`config.mk`:
```
export PLATFORM = sky130hd
export DESIGN_NAME = rfc_top
export DESIGN_NICKNAME = d
export VERILOG_FILES = /design/src/rfc_pkg.sv /design/src/rfc_osc_ctl.sv /design/src/rfc_top.sv
export VERILOG_INCLUDE_DIRS = /design/src
export SDC_FILE = /design/constraint.sdc
export NUM_CORES = 1
export LEC_CHECK = 0
export ABC_AREA = 1
export BUFFER_PORTS_ARGS = -buffer_cell sky130_fd_sc_hd__buf_2
export CAP_MARGIN = 5
export CORE_MARGIN = 1
export CORE_UTILIZATION = 45
export CTS_BUF_LIST = sky130_fd_sc_hd__clkbuf_8 sky130_fd_sc_hd__clkbuf_16
export DETAILED_ROUTE_END_ITERATION = 16
export GPL_ROUTABILITY_DRIVEN = 0
export MAX_ROUTING_LAYER = met4
export PLACE_DENSITY = 0.82
export SKIP_LAST_GASP = 1
export SLEW_MARGIN = 20
export SYNTH_ARGS = -nofsm -noshare
export SYNTH_HDL_FRONTEND = slang
export SYNTH_SLANG_ARGS = --single-unit
```
`constraint.sdc`:
```
create_clock -name clk -period 1.6 [get_ports clk]
set_clock_uncertainty 0.1 [all_clocks]
set_input_delay 0.08 -clock clk [delete_from_list [all_inputs] [get_ports clk]]
set_output_delay 0.08 -clock clk [all_outputs]
set_load 0.01 [all_outputs]
```
`src/rfc_cfg.svh`:
```
// Register offsets, field positions, reset values and timing counts for the
// resistance-to-frequency converter.
// Assumes inclusion by name from the package and design files.
`ifndef RFC_CFG_SVH
`define RFC_CFG_SVH
`define RFC_CTRL_ADDR 8'ha6
`define RFC_CTRL_RESET 8'h00
`define RFC_ENABLE_BIT 7
`define RFC_FIXED5_BIT 5
`define RFC_FIXED4_BIT 4
`define RFC_OUTEN_BIT 3
`define RFC_CHAN_LSB 0
`define RFC_CHAN_MSB 2
`define RFC_NUM_CHAN 5
`define RFC_CAP_HIGH 2'h1
`define RFC_CAP_LOW 2'h2
`define RFC_CAP_CYCLE 2'h3
`define RFC_DEAD_NS 10
`define RFC_CLK_NS 10
`define RFC_DEAD_CYC (((`RFC_DEAD_NS) + (`RFC_CLK_NS) - 1) / (`RFC_CLK_NS))
`endif

```
`src/rfc_pkg.sv`:
```
// Types shared by the converter design files.
// Assumes rfc_cfg.svh is on the include path.
`include "rfc_cfg.svh"
package rfc_pkg;
   typedef struct packed {
      logic [4:0] out;
      logic [4:0] oe;
      logic [4:0] gpioOwn;
   } rfc_pins_t;
   typedef enum logic [1:0] {
      RFC_IDLE = 2'h0,
      RFC_CHARGE = 2'h1,
      RFC_DISCHARGE = 2'h3
   } rfc_state_t;
   typedef enum logic [1:0] {
      RFC_CAP_OFF = 2'h0,
      RFC_CAP_HI = 2'h1,
      RFC_CAP_LO = 2'h2,
      RFC_CAP_CYC = 2'h3
   } rfc_cap_t;
endpackage : rfc_pkg

```
`src/rfc_osc_ctl.sv`:
```
// Relaxation oscillator control for one selected channel pin.
// Assumes the pin input is the Schmitt trigger level, synchronous to clk.
`timescale 1ns/1ns
module rfc_osc_ctl (
   input wire logic clk,
   input wire logic rstn,
   input wire logic run,
   input wire logic schmittIn,
   output rfc_pkg::rfc_state_t state,
   output logic oscClk
);
   import rfc_pkg::*;
   rfc_state_t state_reg;
   rfc_state_t state_next;
   logic osc_reg;
   wire logic toDis = (state_reg == RFC_CHARGE) && schmittIn;
   wire logic toChg = (state_reg == RFC_DISCHARGE) && !schmittIn;
   always_comb begin
      state_next = state_reg;
      case (state_reg)
         RFC_IDLE: begin
            if (run) begin
               state_next = RFC_CHARGE;
            end
         end
         RFC_CHARGE: begin
            if (!run) begin
               state_next = RFC_IDLE;
            end else if (toDis) begin
               state_next = RFC_DISCHARGE;
            end
         end
         RFC_DISCHARGE: begin
            if (!run) begin
               state_next = RFC_IDLE;
            end else if (toChg) begin
               state_next = RFC_CHARGE;
            end
         end
         default: begin
            state_next = RFC_IDLE;
         end
      endcase
   end
   always_ff @(posedge clk or negedge rstn) begin
      if (!rstn) begin
         state_reg <= RFC_IDLE;
         osc_reg <= 1'b0;
      end else begin
         state_reg <= state_next;
         osc_reg <= (state_next == RFC_CHARGE);
      end
   end
   assign state = state_reg;
   assign oscClk = osc_reg;
endmodule : rfc_osc_ctl

```
`src/rfc_top.sv`:
```
// Resistance-to-frequency converter control: register, pin sharing,
// oscillator drive and a capture timer on the converted clock.
// Assumes synchronous pin inputs and a single-cycle strobe register port.
`timescale 1ns/1ns
`include "rfc_cfg.svh"
//
// Contract
// - There are five channels, channel 0 the reference and 1 to 4 sensors.
// - Select codes 0 to 4 take one pin from GPIO; codes 5 to 7 take none.
// - With the enable bit clear the selected pin stays GPIO.
// - Pins not selected stay GPIO.
// - Control bit 7 enables the converter.
// - Control bit 3 routes the oscillation clock to the shared output pin.
// - The selected pin charges until high, discharges until low, repeating.
// - The charge and discharge phases form a digital clock.
// - The converted clock feeds the capture timer as a clock source; here the timer counts clk cycles between its edges.
// - The timer measures pulse width or frequency of the converted clock.
// - Oscillation continues in low-power mode and never raises wake-up.
// - Capture select 01 high width, 10 low width, 11 full cycle.
module rfc_top #(
   parameter int NCHAN = `RFC_NUM_CHAN,
   parameter int CNTW = 16
) (
   input wire logic clk,
   input wire logic rstn,
   input wire logic [7:0] regAddr,
   input wire logic [7:0] regWdata,
   input wire logic regWr,
   input wire logic regRd,
   output logic [7:0] regRdata,
   input wire logic [NCHAN-1:0] chanIn,
   input wire logic [NCHAN-1:0] gpioOut,
   input wire logic [NCHAN-1:0] gpioOe,
   output logic [NCHAN-1:0] chanOut,
   output logic [NCHAN-1:0] chanOe,
   input wire logic sharedGpioOut,
   input wire logic sharedGpioOe,
   output logic sharedOut,
   output logic sharedOe,
   input wire logic [1:0] captureSel,
   input wire logic captureStart,
   input wire logic greenMode,
   output logic oscClkOut,
   output logic [CNTW-1:0] captureValue,
   output logic captureDone,
   output logic wakeReq
);
   import rfc_pkg::*;

   logic [7:0] ctrl_reg;
   logic [7:0] rdata_reg;
   logic [NCHAN-1:0] out_reg;
   logic [NCHAN-1:0] oe_reg;
   logic sOut_reg;
   logic sOe_reg;
   logic oscOut_reg;
   logic [CNTW-1:0] cnt_reg;
   logic [CNTW-1:0] cap_reg;
   logic done_reg;
   logic armed_reg;
   logic seen_reg;
   logic oscPrev_reg;
   logic wake_reg;
   rfc_state_t oscState;
   logic oscClk;

   // Bits 5 and 4 are write-only and hold no storage; bit 6 is unused.
   wire logic ctrlHit = (regAddr == `RFC_CTRL_ADDR);
   wire logic ctrlWr = regWr && ctrlHit;
   wire logic [7:0] ctrlNext = {regWdata[`RFC_ENABLE_BIT], 3'h0,
      regWdata[`RFC_OUTEN_BIT], regWdata[`RFC_CHAN_MSB:`RFC_CHAN_LSB]};
   wire logic [7:0] ctrlView = {ctrl_reg[`RFC_ENABLE_BIT], 3'h0,
      ctrl_reg[`RFC_OUTEN_BIT], ctrl_reg[`RFC_CHAN_MSB:`RFC_CHAN_LSB]};
   wire logic convEnable = ctrl_reg[`RFC_ENABLE_BIT];
   wire logic outEnable = ctrl_reg[`RFC_OUTEN_BIT];
   wire logic [2:0] chanSel = ctrl_reg[`RFC_CHAN_MSB:`RFC_CHAN_LSB];
   wire logic chanValid = (chanSel < 3'(NCHAN));
   wire logic run = convEnable && chanValid;

   // One-hot ownership of the channel pins by the converter.
   logic [NCHAN-1:0] own;
   genvar g;
   generate
      for (g = 0; g < NCHAN; g++) begin : gOwn
         assign own[g] = run && (chanSel == 3'(g));
      end
   endgenerate

   // The selected pin reads back through its Schmitt input; greenMode is
   // deliberately not used so the oscillator keeps running.
   wire logic selIn = chanValid ? chanIn[chanSel] : 1'b0;
   wire logic chargeDrive = (oscState == RFC_CHARGE);

   rfc_osc_ctl uOsc (
      .clk(clk),
      .rstn(rstn),
      .run(run),
      .schmittIn(selIn),
      .state(oscState),
      .oscClk(oscClk)
   );

   // Converter drives high to charge and low to discharge the capacitor.
   wire logic [NCHAN-1:0] pinOutNext = (own & {NCHAN{chargeDrive}})
      | (~own & gpioOut);
   wire logic [NCHAN-1:0] pinOeNext = (own & {NCHAN{run}})
      | (~own & gpioOe);

   wire logic sOutNext = outEnable ? oscClk : sharedGpioOut;
   wire logic sOeNext = outEnable ? 1'b1 : sharedGpioOe;

   // Capture timer on the converted clock edges.
   wire logic rise = oscClk && !oscPrev_reg;
   wire logic fall = !oscClk && oscPrev_reg;
   wire logic capHi = (captureSel == `RFC_CAP_HIGH);
   wire logic capLo = (captureSel == `RFC_CAP_LOW);
   wire logic capCyc = (captureSel == `RFC_CAP_CYCLE);
   wire logic startEdge = (capHi && rise) || (capLo && fall)
      || (capCyc && rise);
   wire logic stopEdge = (capHi && fall) || (capLo && rise)
      || (capCyc && rise);
   wire logic counting = armed_reg && seen_reg;
   wire logic finish = counting && stopEdge;
   // The count saturates so a stalled sensor never wraps to a small value.
   wire logic cntFull = (cnt_reg == {CNTW{1'b1}});
   wire logic [CNTW-1:0] cntInc = cntFull ? cnt_reg : cnt_reg + CNTW'(1);

   // An abort on disable wins, then a start request, then the stop edge.
   wire logic capArm = captureStart && run && (captureSel != 2'h0);
   wire logic capWrite = !capArm && run && finish;
   wire logic capFirst = !capArm && run && armed_reg && !seen_reg
      && startEdge;
   wire logic capStep = !capArm && run && counting && !finish;
   wire logic armed_next = capArm || (armed_reg && run && !finish);
   wire logic seen_next = capFirst
      || (!capArm && run && !finish && seen_reg);
   wire logic [CNTW-1:0] cnt_next = (capArm || capFirst) ? '0
      : (capStep ? cntInc : cnt_reg);
   wire logic [CNTW-1:0] cap_next = capWrite ? cntInc : cap_reg;

   always_ff @(posedge clk or negedge rstn) begin
      if (!rstn) begin
         ctrl_reg <= `RFC_CTRL_RESET;
      end else if (ctrlWr) begin
         ctrl_reg <= ctrlNext;
      end
   end

   always_ff @(posedge clk or negedge rstn) begin
      if (!rstn) begin
         rdata_reg <= 8'h00;
      end else begin
         rdata_reg <= (regRd && ctrlHit) ? ctrlView : 8'h00;
      end
   end

   always_ff @(posedge clk or negedge rstn) begin
      if (!rstn) begin
         out_reg <= '0;
      end else begin
         out_reg <= pinOutNext;
      end
   end

   always_ff @(posedge clk or negedge rstn) begin
      if (!rstn) begin
         oe_reg <= '0;
      end else begin
         oe_reg <= pinOeNext;
      end
   end

   always_ff @(posedge clk or negedge rstn) begin
      if (!rstn) begin
         sOut_reg <= 1'b0;
      end else begin
         sOut_reg <= sOutNext;
      end
   end

   always_ff @(posedge clk or negedge rstn) begin
      if (!rstn) begin
         sOe_reg <= 1'b0;
      end else begin
         sOe_reg <= sOeNext;
      end
   end

   always_ff @(posedge clk or negedge rstn) begin
      if (!rstn) begin
         oscOut_reg <= 1'b0;
      end else begin
         oscOut_reg <= oscClk;
      end
   end

   always_ff @(posedge clk or negedge rstn) begin
      if (!rstn) begin
         oscPrev_reg <= 1'b0;
      end else begin
         oscPrev_reg <= oscClk;
      end
   end

   always_ff @(posedge clk or negedge rstn) begin
      if (!rstn) begin
         armed_reg <= 1'b0;
      end else begin
         armed_reg <= armed_next;
      end
   end

   always_ff @(posedge clk or negedge rstn) begin
      if (!rstn) begin
         seen_reg <= 1'b0;
      end else begin
         seen_reg <= seen_next;
      end
   end

   always_ff @(posedge clk or negedge rstn) begin
      if (!rstn) begin
         cnt_reg <= '0;
      end else begin
         cnt_reg <= cnt_next;
      end
   end

   always_ff @(posedge clk or negedge rstn) begin
      if (!rstn) begin
         cap_reg <= '0;
      end else begin
         cap_reg <= cap_next;
      end
   end

   // The done pulse marks exactly the cycles in which a result is stored.
   always_ff @(posedge clk or negedge rstn) begin
      if (!rstn) begin
         done_reg <= 1'b0;
      end else begin
         done_reg <= capWrite;
      end
   end

   // Converter activity never asks for wake-up, in green mode or not.
   always_ff @(posedge clk or negedge rstn) begin
      if (!rstn) begin
         wake_reg <= 1'b0;
      end else begin
         wake_reg <= 1'b0;
      end
   end

   assign regRdata = rdata_reg;
   assign chanOut = out_reg;
   assign chanOe = oe_reg;
   assign sharedOut = sOut_reg;
   assign sharedOe = sOe_reg;
   assign oscClkOut = oscOut_reg;
   assign captureValue = cap_reg;
   assign captureDone = done_reg;
   assign wakeReq = wake_reg;
endmodule : rfc_top

```
==> flow_summary.toml, run 1 <==
[drt]
wl_um = 7770
via_count = 2967
routedWlPerCell_um = 13.5
dr.pass1.iters = 5
ant_nets = 0
drt_iter0_drc = 333
vias_per_cell = 5.16
drc_errors = 0

[sta]
finalWorstSetupSlack_ns = -0.0603
slew_viol_final = 0
fmax_ghz = 0.602
fin_tns_setup_ns = -0.109
period_share = 1.04
hold_ws_ns = 0.0448
hold_viol = 0
setup_viol = 2
period_minus_slack_ns = 1.66
rsz0062_at_grt = "yes"

[floorplanning]
die-area_um2 = 6920
start_util = 0.467
fp.dieH_um = 83.2
core_um2 = 6350
fp.dieW_um = 83.2
ios = 80
std_cell_rows = 29

[cts]
numCtsBuffers = 9
clock_path_buffers = 2
cts.sinks = 61
cts_tree = "yes"
cts_htree_levels = 3
cts.clk_slew.worst_paths_ns = 0.07
clk_latency_ns = 0.36
root_buffer = "clkbuf_8"

[power]
p_leak_nw = 2.23
ir_drop_mv = 0.613
power.density_nw_per_um2 = 796
power_mw = 3.20

[finish]
stdcell_count = 575
final_core_util = 0.633
num_antenna_cells = 0
final_cell_area_um2 = 4020
fin_nets = 535
drive_gt1_frac = 0.271
area_growth_pct = 35.6

[global_route]
grt_pass1_wl_um = 12800
antenna_found_initial = 0
grt_start_max_net_pins = 62
grt_overflow_total = 0
grt_pass1_vias = 2951
grt_use_total = 0.239

[place]
io_buffers = 71
place_inst = 537
hpwl_um = 4990
place_area_um2 = 3520
dp_slack_ns = -0.000295

[setup_path]
critPathRequiredTime_ns = 1.75
crit_fanout = 4
crit_path_end_kind = "flop"
cp-start-kind = "flop"
rr_startpoint = "cnt_reg[3]"
worst-setup-path-type = "reg2reg"
critPathLaunch = "cnt_reg[3]"
arrival_ns = 1.81

[job]
drv_cap = 0

[synthesis]
synth_area_per_cell_um2 = 7.84
synth-seq-cells = 61
syn_inst = 378
netlist_top_cells_area = "dfrtp_1 (51%), nand2_1 (19%), nand3_1 (4.6%)"
ys_seq_area_frac = 0.515
synthDistinctLibCells = 28
yosysTopAreaCell = "dfrtp_1"
yosysWarnings = 0
syn_area_um2 = 2960
synth_top_area_frac = 0.515

[outcome]
violations = "setup timing"
status = "finished with violations"

[min_path]
hp-class = "in2reg"
hold_start = "chanIn[4]"
==> cells in the mapped netlist <==
master / count
nand2_1: 149
dfrtp_1: 61
nor2_1: 36
inv_1: 32
nand3_1: 27
nand4_1: 20
o21ai_0: 10
a21oi_1: 5
buf_2: 5
buf_4: 4
xor2_1: 4
inv_2: 3
nand2_2: 3
o21bai_1: 3
buf_6: 2
xnor2_1: 2
a21oi_4: 1
and2_1: 1
clkinv_2: 1
conb_1: 1
ha_1: 1
nand3_4: 1
nor2_4: 1
nor3_1: 1
o21a_1: 1
o31ai_1: 1
or2_1: 1
or2_2: 1
==> final timing paths <==
check,to,slack (ns),cells after the start
setup / recovery,cnt_reg[15],-0.06,9
hold / removal,uOsc.state[1],0.04,5
setup reg to reg,cnt_reg[15],-0.06,9
hold reg to reg,oscClkOut,0.31,0
max in group asynchronous,cnt_reg[2],0.94,3
min in group asynchronous,captureValue[2],0.15,3
==> critical path: stages (launching register included) <==
cell,delay [ns]
dfrtp_1,0.42
nand2_1,0.17
nor2_1,0.28
nand2_2,0.14
nor2_1,0.12
nand2_1,0.05
nand2_1,0.06
nand2_1,0.08
nand2_1,0.07
nand2_1,0.05
==> cells by family after synthesis <==
group / count (synthesis) / share of synthesized area
adder cells (fa/ha/maj): 1 / 0.00422
XOR/XNOR: 6 / 0.0177
AO/OA/AOI/OAI: 21 / 0.0435
buffers and inverters: 47 / 0.0722
other: 1 / 0.00127
AND/OR/NAND/NOR: 241 / 0.346
flip-flops: 61 / 0.515
==> cell usage in the layout, fill, tap and decap left out, drive strengths merged <==
cell         count
o21bai           3
nor2            37
ha               1
clkbuf          10
conb             4
xor2             4
clkinv           2
or2              2
inv             37
a21oi            6
nor3             1
and2             1
nand4           20
bufinv           1
clkinvlp         2
dfrtp           61
o21ai           10
xnor2            2
o21a             1
nand3           28
dlygate4sd3     19
o31ai            1
nand2          152
buf             93
==> where the power goes <==
| group | total (mW) | leakage, nW | switching, mW | internal [mW] |
|---|---|---|---|---|
| clock | 1.40 | 0.100 | 0.639 | 0.757 |
| combinational | 0.221 | 1.34 | 0.117 | 0.105 |
| sequential | 1.58 | 0.795 | 0.0129 | 1.57 |
| total | 3.20 | 2.23 | 0.769 | 2.43 |
==> metal layers <==
layer | share of wire | wire length [um] | GRT usage
met3 | 0.067 | 523 | 0.0567
met5 | 0 | 0 | -
met2 | 0.52 | 4040 | 0.425
met4 | 0.029 | 225 | 0.105
met1 | 0.38 | 2980 | 0.251
==> timing repair <==
action,4_1_cts,5_1_grt
endpoints found under the setup margin,6,32
buffers inserted,0,3
pin swaps,0,4
hold buffers,19,0
resized for setup,3,27
hold endpoints to repair,83,0
==> area by class of cell <==
type	instances	area [um2]
fill	493	2330
sequential	61	1530
multi-input combinational	273	1290
timing repair buffer	112	756
inverter	36	143
clock buffer	10	138
tap	77	96.3
clock inverter	6	62.6
Power figures use the tool's default switching activity.
==> inputs of run 2 (changes only) <==
PLACE_DENSITY = 0.79   (was 0.82)
clock period = 2 ns   (was 1.6 ns; I/O delays follow)
==> run 2 against run 1 <==
Net effect: the flow now finishes without violations; total power shrank 21%; sequential power shrank 20%; maximum frequency shrank 10%; worst hold slack lost 0.037 ns; final cell count shrank 3.0%; critical path depth shrank 1; via count shrank 7.3%; design area shrank 5.8%; first-iteration DRC count shrank 43%; wire length shrank 12%; sequential cell count is the same; utilization shrank 3.7 points; largest power group unchanged.
==> flow_summary.toml, run 2 (synthesized netlist as in run 1, its figures left out) <==
[outcome]
status = "finished, final reports clean"

[finish]
area_growth_pct = 27.7
stdcell_count = 558
fin_nets = 518
final_core_util = 0.596
num_antenna_cells = 0
mostFrequentLayoutCells = "nand2_1 (149), buf_2 (71), dfrtp_1 (61), nor2_1 (36), inv_1 (32)"
mostFrequentLayoutCell = "nand2_1"
drive_gt1_frac = 0.216

[global_route]
grtUsageMet1 = 0.251
grt_pass1_wl_um = 12200
grt-busiest-layer = "met2"
met3_usage = 0.0755
grt.met2_usage = 0.390
grt_use_total = 0.230
antenna_found_initial = 0
grt_start_max_net_pins = 40
grt_overflow_total = 0
grt_pass1_vias = 2842

[job]
drv_cap = 0

[drt]
wl_um = 6820
routedWlPerCell_um = 12.2
ant_nets = 0
vias_per_cell = 4.93
via_count = 2751
drc_errors = 0
dr.pass1.iters = 4
drt_iter0_drc = 189

[place]
hpwl_um = 4740
io_buffers = 71
place_inst = 524

[sta]
period_minus_slack_ns = 1.85
setup_viol = 0
hold_viol = 0
slew_viol_final = 0
fmax_ghz = 0.541
period_share = 0.924
maxSlewHeadroom = 0.609
rsz0062_at_grt = "no"
fin_tns_setup_ns = 0
worstMarginPinSlew_ns = 0.585

[cts]
cts_htree_levels = 3
cts.sinks = 61
cts_resized = 0
root_buffer = "clkbuf_8"
hold_buffers = 18
cts_tree = "yes"
clock_path_buffers = 2
clk_latency_ns = 0.35
cts_setup_buffers = 0
numCtsBuffers = 9
cts.clk_slew.worst_paths_ns = 0.08

[power]
p_leak_nw = 2.12
power.density_nw_per_um2 = 666
ir_drop_mv = 0.595
p_int_mw = 1.91
combPwrFrac = 0.065
pwr-share-seq = 0.502
swShare = 0.243
power_switching_uw = 612
clockPowerShare = 0.433

[floorplanning]
start_util = 0.467
fp.dieW_um = 83.2
fp.dieH_um = 83.2
ios = 80
core_um2 = 6350
std_cell_rows = 29
die-area_um2 = 6920

[setup_path]
critPathRequiredTime_ns = 2.13
crit_fanout = 5
cp-start-kind = "flop"
worst-setup-path-type = "reg2reg"
crit_path_end_kind = "flop"
arrival_ns = 1.98

[min_path]
hp-class = "in2reg"
[run 2: power by group through the flow]
stage / combinational [mW] / clock [mW] / sequential [mW]
6_report: 0.164 / 1.09 / 1.27
2_1_floorplan: 0.0493 / 0 / 1.30
3_3_place_gp: 0.136 / 0 / 1.29
5_1_grt: 0.188 / 1.18 / 1.27
4_1_cts: 0.166 / 1.11 / 1.27
3_5_place_dp: 0.138 / 0 / 1.29
[run 2: through the flow]
stage                     hold slack (ns)  instance area [um2]  power, mW  setup slack, ns
after floorplan                    -0.296                 2980       1.34            0.432
after global placement             0.0198                 3410       1.42            0.288
after detailed placement           0.0195                 3410       1.43            0.192
after CTS                         0.00505                 3790       2.54            0.163
after global routing               0.0279                 3790       2.63           0.0238
final                             0.00742                 3790       2.52            0.151
[run 2: final cells by class]
| class | count | area (um2) |
|---|---|---|
| clock buffers | 9 | 124 |
| clock inverters | 7 | 75.1 |
| fillers | 531 | 2560 |
| inverters | 36 | 136 |
| multi-input cells | 273 | 1230 |
| flip-flops and latches | 61 | 1530 |
| well taps | 77 | 96.3 |
| repair buffers | 95 | 593 |
[run 2: final timing paths]
check                                 start               to  slack (ns)  cells past startpoint
worst min register to register  uOsc.oscClk        oscClkOut        0.30                      0
worst min-delay path                  regRd      regRdata[1]       0.007                      3
min in group asynchronous              rstn  captureValue[0]        0.19                      2
max in group asynchronous              rstn       cnt_reg[3]        1.03                      3
worst max register to register   cnt_reg[1]  captureValue[1]        0.15                      8
worst max-delay path             cnt_reg[1]  captureValue[1]        0.15                      8
[run 2: worst max-delay path, stage by stage, from the launching register on]
cell     delay (ns)
dfrtp_1        0.43
ha_1           0.20
inv_1          0.06
nor2_1         0.21
nand2_1        0.15
nor3_1         0.31
nand2_1        0.13
nand3_1        0.09
nand2_1        0.06
[run 2: layer usage]
metal	wire, um	up-vias	share of wire
met4	99	0	0.015
met1	2760	1275	0.40
li1	-	1391	-
met3	432	9	0.063
met2	3530	76	0.52
met5	0	-	0
